===== src/alc_pkg.sv =====
// Purpose: shared constants and types for the audio control register bank
// Assumes: 9-bit register words, 7-bit register addresses
// Notes: timing figures are in microseconds at the shortest code
package alc_pkg;
    localparam int ADDR_W = 7;
    localparam int DATA_W = 9;
    localparam logic [6:0] ADDR_MODE_HOLD = 7'h0d;
    localparam logic [6:0] ADDR_DECAY_ATTACK = 7'h0e;
    localparam logic [6:0] ADDR_SOFT_RESET = 7'h0f;
    localparam logic [6:0] ADDR_EXTRA_POWER = 7'h21;
    localparam logic [6:0] ADDR_SLEEP_MIC = 7'h22;
    localparam logic [6:0] ADDR_LINE_OUT = 7'h23;
    localparam logic [6:0] ADDR_ROUTING = 7'h24;
    localparam logic [6:0] ADDR_COMPAND = 7'h25;
    localparam logic [6:0] ADDR_CLOCK = 7'h26;
    localparam logic [6:0] ADDR_RATE = 7'h27;
    // write masks: bits outside read back zero
    localparam logic [8:0] MASK_MODE_HOLD = 9'h03f;
    localparam logic [8:0] MASK_DECAY_ATTACK = 9'h0ff;
    localparam logic [8:0] MASK_EXTRA_POWER = 9'h00c;
    localparam logic [8:0] MASK_SLEEP_MIC = 9'h043;
    localparam logic [8:0] MASK_LINE_OUT = 9'h00f;
    localparam logic [8:0] MASK_ROUTING = 9'h11b;
    localparam logic [8:0] MASK_COMPAND = 9'h007;
    localparam logic [8:0] MASK_CLOCK = 9'h1fe;
    localparam logic [8:0] MASK_RATE = 9'h00f;
    localparam logic [8:0] RESET_WORD = 9'h000;
    localparam logic [8:0] SOFT_RESET_CODE = 9'h000;
    // field positions
    localparam int POS_LIMITER = 5;
    localparam int POS_ZERO_CROSS = 4;
    localparam int POS_BIAS = 3;
    localparam int POS_BUFFER = 2;
    localparam int POS_SLEEP = 6;
    localparam int POS_BCLK_INV = 8;
    localparam int POS_RSLOT = 4;
    localparam int POS_LSLOT = 3;
    localparam int POS_SWAP = 1;
    localparam int POS_SINGLE_CHANNEL_OUT = 0;
    localparam int POS_CLK_SRC = 8;
    localparam int POS_LOOP_EN = 1;
    localparam int POS_SLOW_CLK = 0;
    // companding codes
    localparam logic [1:0] COMP_LINEAR = 2'h0;
    localparam logic [1:0] COMP_RESERVED = 2'h1;
    localparam logic [1:0] COMP_MULAW = 2'h2;
    localparam logic [1:0] COMP_ALAW = 2'h3;
    localparam logic [5:0] MU_OFFSET_LOW = 6'h20;
    localparam logic [5:0] MU_OFFSET_HIGH = 6'h21;
    localparam logic [23:0] ADC_MAX_CODE = 24'h7fffff;
    localparam logic [23:0] ADC_MIN_CODE = 24'h800000;
    // time per 0.75 dB step at code 0, in microseconds; core clock in MHz
    localparam int DECAY_NORMAL_US = 500;
    localparam int DECAY_LIMIT_US = 125;
    localparam int ATTACK_NORMAL_US = 125;
    localparam int ATTACK_LIMIT_US = 31;
    localparam int CLOCK_MHZ = 250;

    typedef struct packed {
        logic [8:0] mode_hold;
        logic [8:0] decay_attack;
        logic [8:0] extra_power;
        logic [8:0] sleep_mic;
        logic [8:0] line_out;
        logic [8:0] routing;
        logic [8:0] compand;
        logic [8:0] clock_cfg;
        logic [8:0] rate;
    } alc_regs_s;

    typedef struct packed {
        logic level_ctl_limiter_sel;
        logic level_ctl_zero_cross_en;
        logic [3:0] hold_time;
        logic [31:0] decay_step_cycles;
        logic [31:0] attack_step_cycles;
        logic analog_bias_en;
        logic tieoff_buffer_en;
        logic left_neg_input_to_ref;
        logic right_neg_input_to_ref;
        logic [1:0] left_lineout_mix;
        logic [1:0] right_lineout_mix;
        logic bitclk_invert;
        logic core_clock_run;
        logic loop_clock_source;
        logic [2:0] master_clk_divider;
        logic [2:0] bitclk_divider;
        logic [2:0] sample_rate_sel;
        logic slow_clock_en;
        logic [1:0] compand_mode;
        logic [5:0] mu_offset;
    } alc_cfg_s;

    typedef struct packed {
        logic [23:0] left;
        logic [23:0] right;
        logic left_valid;
        logic right_valid;
    } alc_slots_s;

    typedef struct packed {
        alc_regs_s regs;
        logic [8:0] rdata;
        logic prev_conv_en;
        alc_cfg_s cfg;
        alc_slots_s slots;
    } alc_state_s;
endpackage


===== src/alc_ctrl_regs.sv =====
// Purpose: control register bank for level control, power, routing, clocks
// Assumes: serial control port already decoded into addr/data strobes
// Notes: all outputs registered; sample inputs share the core clock
//
// Overview of operation
// [RULE_01] mode bit selects normal or limiter timing
// [RULE_02] zero-cross bit gates gain changes
// [RULE_03] hold field, doubling steps up to one second
// [RULE_04] decay per step, range depends on mode
// [RULE_05] attack per step, range depends on mode
// [RULE_06] writing zero to reset register clears all; a legacy zero-cross in the same cycle still sets the slow clock bit
// [RULE_07] output codes clip at 0x7fffff maximum
// [RULE_08] write-only power bits: bias and buffer enables
// [RULE_09] sleep stops clock like loop enable
// [RULE_10] mic negative inputs tied to reference
// [RULE_11] line-out mix: none, left, right, both
// [RULE_12] bit clock inversion control
// [RULE_13] slot source selects cross channel data
// [RULE_14] swap bit exchanges left and right
// [RULE_15] single_channel_out outputs one channel, chosen by swap
// [RULE_16] companding: linear, mu-law, a-law; 01 reserved
// [RULE_17] mu-law offset 32 or 33
// [RULE_18] clock source and loop enable bits
// [RULE_19] master divider codes 1 to 12
// [RULE_20] bit clock divider codes 1 to 32
// [RULE_21] sample rate codes 48 down to 8 kHz
// [RULE_22] slow clock forced on by legacy zero-cross
// [RULE_23] legacy disable restores power register values
// [RULE_24] 9-bit words, unused bits read zero
`timescale 1ns/1ns
module alc_ctrl_regs (
    // clock and reset
    input wire logic clock,
    input wire logic rst_n,
    // register write/read port
    input wire logic wr_en,
    input wire logic rd_en,
    input wire logic [6:0] addr,
    input wire logic [8:0] wdata,
    // legacy space side effects
    input wire logic legacy_left_conv_en,
    input wire logic legacy_right_conv_en,
    input wire logic legacy_zero_cross_set,
    // converter samples
    input wire logic [24:0] adc_left,
    input wire logic [24:0] adc_right,
    input wire logic adc_valid,
    // register read data
    output logic [8:0] rdata,
    // generated configuration
    output alc_pkg::alc_cfg_s cfg,
    // audio slots to the serial port
    output alc_pkg::alc_slots_s slots
);
    alc_pkg::alc_state_s st;
    alc_pkg::alc_state_s next_st;
    logic conv_en;
    logic [23:0] sat_left;
    logic [23:0] sat_right;
    logic [23:0] l_src;
    logic [23:0] r_src;
    logic [1:0] comp_field;

    // 25-bit signed input clamped into 24-bit range
    function automatic logic [23:0] clip24(input logic [24:0] v);
        logic [23:0] r;
        r = v[23:0];
        if (!v[24] && v[23]) begin
            r = alc_pkg::ADC_MAX_CODE; // [RULE_07]
        end else if (v[24] && !v[23]) begin
            r = alc_pkg::ADC_MIN_CODE;
        end
        return r;
    endfunction

    // step time at a code; shortest time doubles per code
    function automatic logic [31:0] step_cycles(input int base_us,
                                                input logic [3:0] code);
        logic [31:0] cyc;
        cyc = 32'(base_us * alc_pkg::CLOCK_MHZ);
        return cyc << code;
    endfunction

    assign conv_en = legacy_left_conv_en | legacy_right_conv_en;
    assign sat_left = clip24(adc_left);
    assign sat_right = clip24(adc_right);

    always_comb begin
        next_st = st;
        comp_field = st.regs.compand[2:1];
        // -----------------------------------------------------------------
        // register writes
        // -----------------------------------------------------------------
        if (wr_en) begin
            unique case (addr)
                alc_pkg::ADDR_MODE_HOLD: begin
                    next_st.regs.mode_hold = wdata & alc_pkg::MASK_MODE_HOLD;
                end
                alc_pkg::ADDR_DECAY_ATTACK: begin
                    next_st.regs.decay_attack =
                        wdata & alc_pkg::MASK_DECAY_ATTACK;
                end
                alc_pkg::ADDR_SOFT_RESET: begin
                    if (wdata == alc_pkg::SOFT_RESET_CODE) begin
                        next_st.regs = '0; // [RULE_06]
                    end
                end
                alc_pkg::ADDR_EXTRA_POWER: begin
                    next_st.regs.extra_power =
                        wdata & alc_pkg::MASK_EXTRA_POWER; // [RULE_08]
                end
                alc_pkg::ADDR_SLEEP_MIC: begin
                    next_st.regs.sleep_mic = wdata & alc_pkg::MASK_SLEEP_MIC;
                end
                alc_pkg::ADDR_LINE_OUT: begin
                    next_st.regs.line_out = wdata & alc_pkg::MASK_LINE_OUT;
                end
                alc_pkg::ADDR_ROUTING: begin
                    next_st.regs.routing = wdata & alc_pkg::MASK_ROUTING;
                end
                alc_pkg::ADDR_COMPAND: begin
                    next_st.regs.compand = wdata & alc_pkg::MASK_COMPAND;
                end
                alc_pkg::ADDR_CLOCK: begin
                    next_st.regs.clock_cfg = wdata & alc_pkg::MASK_CLOCK;
                end
                alc_pkg::ADDR_RATE: begin
                    next_st.regs.rate = wdata & alc_pkg::MASK_RATE;
                end
                default: begin
                end
            endcase
        end
        // legacy zero-cross write forces the slow clock on
        if (legacy_zero_cross_set) begin
            next_st.regs.rate[alc_pkg::POS_SLOW_CLK] = 1'b1; // [RULE_22]
        end
        next_st.prev_conv_en = conv_en;
        // -----------------------------------------------------------------
        // read back; write-only words and unmapped addresses read zero
        // -----------------------------------------------------------------
        next_st.rdata = '0;
        if (rd_en) begin
            unique case (addr)
                alc_pkg::ADDR_MODE_HOLD: next_st.rdata = st.regs.mode_hold;
                alc_pkg::ADDR_DECAY_ATTACK: begin
                    next_st.rdata = st.regs.decay_attack;
                end
                alc_pkg::ADDR_SLEEP_MIC: next_st.rdata = st.regs.sleep_mic;
                alc_pkg::ADDR_LINE_OUT: next_st.rdata = st.regs.line_out;
                alc_pkg::ADDR_ROUTING: next_st.rdata = st.regs.routing;
                alc_pkg::ADDR_COMPAND: next_st.rdata = st.regs.compand;
                alc_pkg::ADDR_CLOCK: next_st.rdata = st.regs.clock_cfg;
                alc_pkg::ADDR_RATE: next_st.rdata = st.regs.rate;
                default: next_st.rdata = '0; // [RULE_24]
            endcase
        end
        // -----------------------------------------------------------------
        // configuration outputs
        // -----------------------------------------------------------------
        next_st.cfg.level_ctl_limiter_sel =
            st.regs.mode_hold[alc_pkg::POS_LIMITER]; // [RULE_01]
        next_st.cfg.level_ctl_zero_cross_en =
            st.regs.mode_hold[alc_pkg::POS_ZERO_CROSS]; // [RULE_02]
        next_st.cfg.hold_time = st.regs.mode_hold[3:0]; // [RULE_03]
        // limiter mode shortens the decay and attack ranges
        if (st.regs.mode_hold[alc_pkg::POS_LIMITER]) begin
            next_st.cfg.decay_step_cycles = step_cycles(
                alc_pkg::DECAY_LIMIT_US, st.regs.decay_attack[7:4]);
            next_st.cfg.attack_step_cycles = step_cycles(
                alc_pkg::ATTACK_LIMIT_US, st.regs.decay_attack[3:0]);
        end else begin
            next_st.cfg.decay_step_cycles = step_cycles(
                alc_pkg::DECAY_NORMAL_US,
                st.regs.decay_attack[7:4]); // [RULE_04]
            next_st.cfg.attack_step_cycles = step_cycles(
                alc_pkg::ATTACK_NORMAL_US,
                st.regs.decay_attack[3:0]); // [RULE_05]
        end
        // legacy enable overrides bias/buffer; its release restores
        if (conv_en) begin
            next_st.cfg.analog_bias_en = 1'b1;
            next_st.cfg.tieoff_buffer_en = 1'b1;
        end else begin
            next_st.cfg.analog_bias_en =
                st.regs.extra_power[alc_pkg::POS_BIAS]; // [RULE_23] [RULE_08]
            next_st.cfg.tieoff_buffer_en =
                st.regs.extra_power[alc_pkg::POS_BUFFER];
        end
        next_st.cfg.left_neg_input_to_ref =
            st.regs.sleep_mic[1] | legacy_left_conv_en; // [RULE_10]
        next_st.cfg.right_neg_input_to_ref =
            st.regs.sleep_mic[0] | legacy_right_conv_en;
        next_st.cfg.left_lineout_mix = st.regs.line_out[3:2]; // [RULE_11]
        next_st.cfg.right_lineout_mix = st.regs.line_out[1:0];
        next_st.cfg.bitclk_invert =
            st.regs.routing[alc_pkg::POS_BCLK_INV]; // [RULE_12]
        // clock runs only with the loop on and not asleep
        next_st.cfg.core_clock_run =
            st.regs.clock_cfg[alc_pkg::POS_LOOP_EN] &
            ~st.regs.sleep_mic[alc_pkg::POS_SLEEP]; // [RULE_09]
        next_st.cfg.loop_clock_source =
            st.regs.clock_cfg[alc_pkg::POS_CLK_SRC]; // [RULE_18]
        next_st.cfg.master_clk_divider = st.regs.clock_cfg[7:5]; // [RULE_19]
        next_st.cfg.bitclk_divider = st.regs.clock_cfg[4:2]; // [RULE_20]
        next_st.cfg.sample_rate_sel = st.regs.rate[3:1]; // [RULE_21]
        next_st.cfg.slow_clock_en = st.regs.rate[alc_pkg::POS_SLOW_CLK];
        // reserved code falls back to linear rather than undefined coding
        next_st.cfg.compand_mode = (comp_field == alc_pkg::COMP_RESERVED) ?
            alc_pkg::COMP_LINEAR : comp_field; // [RULE_16]
        next_st.cfg.mu_offset = st.regs.compand[0] ?
            alc_pkg::MU_OFFSET_HIGH : alc_pkg::MU_OFFSET_LOW; // [RULE_17]
        // -----------------------------------------------------------------
        // audio slot routing
        // -----------------------------------------------------------------
        l_src = st.regs.routing[alc_pkg::POS_LSLOT] ?
            sat_right : sat_left; // [RULE_13]
        r_src = st.regs.routing[alc_pkg::POS_RSLOT] ? sat_left : sat_right;
        if (adc_valid) begin
            if (st.regs.routing[alc_pkg::POS_SWAP]) begin
                next_st.slots.left = r_src; // [RULE_14]
                next_st.slots.right = l_src;
            end else begin
                next_st.slots.left = l_src;
                next_st.slots.right = r_src;
            end
            next_st.slots.left_valid = 1'b1;
            next_st.slots.right_valid = 1'b1;
            if (st.regs.routing[alc_pkg::POS_SINGLE_CHANNEL_OUT]) begin
                next_st.slots.left_valid =
                    ~st.regs.routing[alc_pkg::POS_SWAP]; // [RULE_15]
                next_st.slots.right_valid =
                    st.regs.routing[alc_pkg::POS_SWAP];
            end
        end else begin
            next_st.slots.left_valid = 1'b0;
            next_st.slots.right_valid = 1'b0;
        end
    end

    always_ff @(posedge clock) begin
        if (!rst_n) begin
            st <= '0;
        end else begin
            st <= next_st;
        end
    end

    assign rdata = st.rdata;
    assign cfg = st.cfg;
    assign slots = st.slots;

    // ---------------------------------------------------------------------
    // checks
    // ---------------------------------------------------------------------
    AST_LIMITER_SEL: assert property (@(posedge clock) // [RULE_01]
        disable iff (!rst_n) wr_en && addr == alc_pkg::ADDR_MODE_HOLD ##2 1
        |-> cfg.level_ctl_limiter_sel == $past(wdata[5], 2)
        || $past(wr_en, 1)) else $error("limiter select mismatch");
    AST_ZERO_CROSS: assert property (@(posedge clock) // [RULE_02]
        disable iff (!rst_n)
        cfg.level_ctl_zero_cross_en == $past(st.regs.mode_hold[4]))
        else $error("zero cross enable mismatch");
    AST_SOFT_RESET: assert property (@(posedge clock) // [RULE_06]
        disable iff (!rst_n)
        wr_en && addr == alc_pkg::ADDR_SOFT_RESET && wdata == 9'h000
        && !legacy_zero_cross_set |=> st.regs == '0)
        else $error("software reset did not clear");
    AST_MAX_CODE: assert property (@(posedge clock) // [RULE_07]
        disable iff (!rst_n)
        adc_valid && !adc_left[24] && adc_left[23] && !st.regs.routing[3]
        && !st.regs.routing[1] |=> slots.left == 24'h7fffff)
        else $error("positive clip wrong");
    AST_WO_READ: assert property (@(posedge clock) // [RULE_08]
        disable iff (!rst_n)
        rd_en && addr == alc_pkg::ADDR_EXTRA_POWER |=> rdata == 9'h000)
        else $error("write-only register read nonzero");
    AST_SLEEP: assert property (@(posedge clock) // [RULE_09]
        disable iff (!rst_n)
        $past(st.regs.sleep_mic[6]) |-> !cfg.core_clock_run)
        else $error("sleep did not stop clock");
    AST_SINGLE_CHANNEL_OUT: assert property (@(posedge clock) // [RULE_15]
        disable iff (!rst_n) adc_valid && st.regs.routing[0] |=>
        (slots.left_valid != slots.right_valid) &&
        slots.right_valid == $past(st.regs.routing[1]))
        else $error("single_channel_out slot selection wrong");
    AST_COMPAND: assert property (@(posedge clock) // [RULE_16]
        disable iff (!rst_n) cfg.compand_mode != 2'h1 &&
        cfg.compand_mode[1] == $past(st.regs.compand[2]))
        else $error("reserved coding");
    AST_SLOW_CLK: assert property (@(posedge clock) // [RULE_22]
        disable iff (!rst_n) legacy_zero_cross_set |=> ##1 cfg.slow_clock_en)
        else $error("slow clock not forced");
    AST_RESTORE: assert property (@(posedge clock) // [RULE_23]
        disable iff (!rst_n) $fell(conv_en) |=>
        cfg.analog_bias_en == $past(st.regs.extra_power[3]))
        else $error("bias not restored");
    AST_UNUSED_BITS: assert property (@(posedge clock) // [RULE_24]
        disable iff (!rst_n)
        rd_en && addr == alc_pkg::ADDR_ROUTING |=> (rdata & 9'h0e4) == 9'h000)
        else $error("unused bits read nonzero");
endmodule


===== config.mk =====
export PLATFORM = sky130hd
export DESIGN_NAME = alc_ctrl_regs
export DESIGN_NICKNAME = d
export VERILOG_FILES = /design/src/alc_pkg.sv /design/src/alc_ctrl_regs.sv
export SDC_FILE = /design/constraint.sdc
export NUM_CORES = 1
export LEC_CHECK = 0
export BUFFER_PORTS_ARGS = -buffer_cell sky130_fd_sc_hd__buf_2
export CAP_MARGIN = 20
export CORE_MARGIN = 8
export CORE_UTILIZATION = 40
export DETAILED_ROUTE_END_ITERATION = 10
export PLACE_DENSITY = 0.6
export SKIP_LAST_GASP = 1
export SLEW_MARGIN = 20
export SYNTH_ARGS = -nofsm -noshare
export SYNTH_HDL_FRONTEND = slang
export SYNTH_SLANG_ARGS = --single-unit

===== constraint.sdc =====
create_clock -name clock -period 2.5 [get_ports clock]
set_clock_uncertainty 0.1 [all_clocks]
set_input_delay 0.125 -clock clock [delete_from_list [all_inputs] [get_ports clock]]
set_output_delay 0.125 -clock clock [all_outputs]
set_load 0.01 [all_outputs]

==> run metrics <==
vias about 7,900; EDFF count, synth 0; run status complete, no violations; gpl congestion approximately 0.89; CP Launch Type primary input; Reg2Reg Depth 3; # rows 57; Yosys cell types 70; Filler cells 2,438; Top Ports between 200 and 250; Req. time, crit path between 2000 and 3000 ps; DIE AREA between 20,000 and 30,000 sq um; MaxCap Viol Count 0; setup TNS 0 ps; CTS tree yes; RSZ-0062 raised after global routing no; Synth top cells by count dfxtp_1 (193), buf_4 (161), nor2_1 (123); Critical Path Sink Type flip-flop; Final nets 1,265; clk sink count around 190; share of layout cells above drive strength 1 0.266; first-pass GRT wire length 44,300 um; post-cts sizing count 0; clock tree buffer depth 2; CTS buffer count 17; Die X 173 um; Final Hold Vio Count 0; Hold Crit Depth 3; Post-Syn Area per Cell 8.77 sq um; Hold Path Sink st[225]; worst slew pin tran roughly 780 ps; Reg power frac 0.482; max-slew violations 0; Synth Flop Type dfxtp_1; worst setup margin 224 ps; sw power roughly 0.0018 W; Post-DP HPWL 20,200 um; fraction of registers with async set/reset 0; Power Density 607 nW/um^2; fin crit period 2280 ps; Port Buffers about 220; Remaining DRCs 0; CTS root buf clkbuf_16; max_slew headroom 0.483; P_int between 0.004 and 0.005 W; Area Growth Syn to Fin 10.8%; Worst Hold Class in -> reg; vias per cell between 5 and 6; setup bufs post-CTS 0; Synth Instances around 1,100; R2R Setup Slk just under 500 ps; number of global-route vias before repair 7,867; Clk network pwr share 0.420; H-tree levels 4; Synth Cell Area roughly 9900 sq um; Max Freq around 440 MHz; VDD IR-drop max slightly below 0.0003 V; clock slew at reported path FFs 80 ps; # setup viols final 0; Die Y around 170 um; Routed Antenna Nets 0; Remaining Overflow, GRT 0; CP Max Fanout 5; post-synthesis register bit count 193; post-synth top area share 0.392; Comb pwr share 0.098; area leader, netlist dfxtp_1; Sw Ratio 0.277; Worst Path Arrival roughly 2500 ps; Pleak approximately 4.6 nW; top-count cell post-synth dfxtp_1; GRT Util Overall 0.182; YS warnings 0; core area between 20,000 and 25,000 sq um; drt wl/cell about 18 um; worst skew pair latency ~430 ps; sequential share of the synthesized area 0.392; CTS Hold Bufs 15; largest net degree at the start of global routing slightly below 100; Routed WL 27,600 um; hold_sp wdata[3]; Initial Util 0.406; CP Class in -> reg; post-placement worst setup slack approximately 360 ps; Util after Layout 0.450; worst r2r src st[223]; Critical R2R Capture cfg[54]; Pre-antenna DRT Iters 5; Final period util 0.910; 1st-iter DRT viols 518; most area-consuming cells after synthesis dfxtp_1 (39%), buf_4 (12%), mux2i_1 (5.9%), nor2_1 (4.7%), maj3_1 (4.7%); initial antenna violation count 3
kinds of logic (layout without fill, tap and decap cells):
logic type,Yosys count,count (layout),share of synthesized area
compound gates,232,232,0.158
xor+xnor,1,1,0.000889
fa+ha+maj,53,53,0.0556
buf+inv,263,330,0.172
flops,193,193,0.392
mux,66,66,0.0681
other cells,1,9,0.000381
simple gates,314,314,0.153
cell usage in the layout, fill, tap and decap left out, types with 6 or more instances in the layout:
master         netlist  final
mux2i_1             58     57
o211ai_1             6      6
nor3_1              18     18
maj3_1              46     46
dfxtp_1            193    193
nand4_1              7      7
dlygate4sd3_1        0     15
nor2b_1             12     12
nor2_1             123    123
o21ai_0             42     42
nand2_1             63     63
nand2b_1            10     10
a21oi_1             48     48
a22oi_1              8      8
a32oi_1              7      7
inv_1               17     17
a31oi_1              6      6
nand3_1             24     24
conb_1               1      8
buf_2                4    223
clkbuf_16            0     17
o22ai_1             13     13
a22o_1              13     13
buf_4              161     35
a211oi_1            57     57
and2_1              23     23
ha_1                 7      7
mux2_2               8      8
worst max path at each step:
| stage | from | endpoint | cells after the start |
|---|---|---|---|
| 2_1_floorplan | wdata[2] | st[223] | 6 |
| 3_3_place_gp | wdata[2] | next_st[61] | 7 |
| 3_5_place_dp | wdata[2] | next_st[60] | 7 |
| 4_1_cts | wdata[2] | next_st[60] | 8 |
| 5_1_grt | wdata[2] | st[189] | 7 |
| 6_report | wdata[2] | next_st[60] | 8 |
per-layer routing:
metal | share of wire | track usage | wire length (um) | vias up
met2 | 0.45 | 0.289 | 12600 | 263
met4 | 0.018 | 0.0557 | 493 | 4
li1 | - | - | - | 3892
met1 | 0.45 | 0.235 | 12600 | 3695
met3 | 0.072 | 0.0523 | 2000 | 38
met5 | 0.00058 | 0 | 16 | -
stage by stage:
stage | cell area, sq um | std cells | power [W] | hold slack [ps]
6_report | 10900 | 1522 | 0.00662 | 20.2
5_1_grt | 10900 | 1522 | 0.00690 | 27.0
4_1_cts | 10900 | 1521 | 0.00671 | 3.76
3_5_place_dp | 10100 | 1474 | 0.00390 | 274
3_3_place_gp | 10100 | 1474 | 0.00389 | 282
2_1_floorplan | 9880 | 1130 | 0.00374 | 52.7
sequential cells by signal (all words and copies together) (netlist names):
register    cells
slots          50
comp_field      2
next_st        22
rdata           9
st             19
cfg            91
worst max-delay path: stages:
cell and delay (ps):
dlygate4sd3_1 530, buf_2 130, or4_1 620, nor4_4 390, buf_4 220, a21oi_1 90
o21ai_0 250, o21ai_0 120
cell type report:
| type | count | area (sq um) | area share |
|---|---|---|---|
| inverters | 21 | 78.8 | 0.00722 |
| repair buffers | 277 | 1610 | 0.147 |
| clock inverters | 15 | 188 | 0.0172 |
| multi-input cells | 674 | 4340 | 0.398 |
| diodes | 1 | 2.50 | 0.000229 |
| clock buffers | 17 | 425 | 0.0390 |
| well taps | 324 | 405 | 0.0371 |
| flip-flops and latches | 193 | 3860 | 0.354 |
power by group through the flow:
stage	Sequential, W	Combinational (W)	Clock (W)
final	0.00320	0.000646	0.00278
after global routing	0.00321	0.000707	0.00299
after CTS	0.00320	0.000650	0.00286
after detailed placement	0.00327	0.000629	0
after global placement	0.00327	0.000627	0
after floorplan	0.00326	0.000479	0
Power figures use the tool's default switching activity.
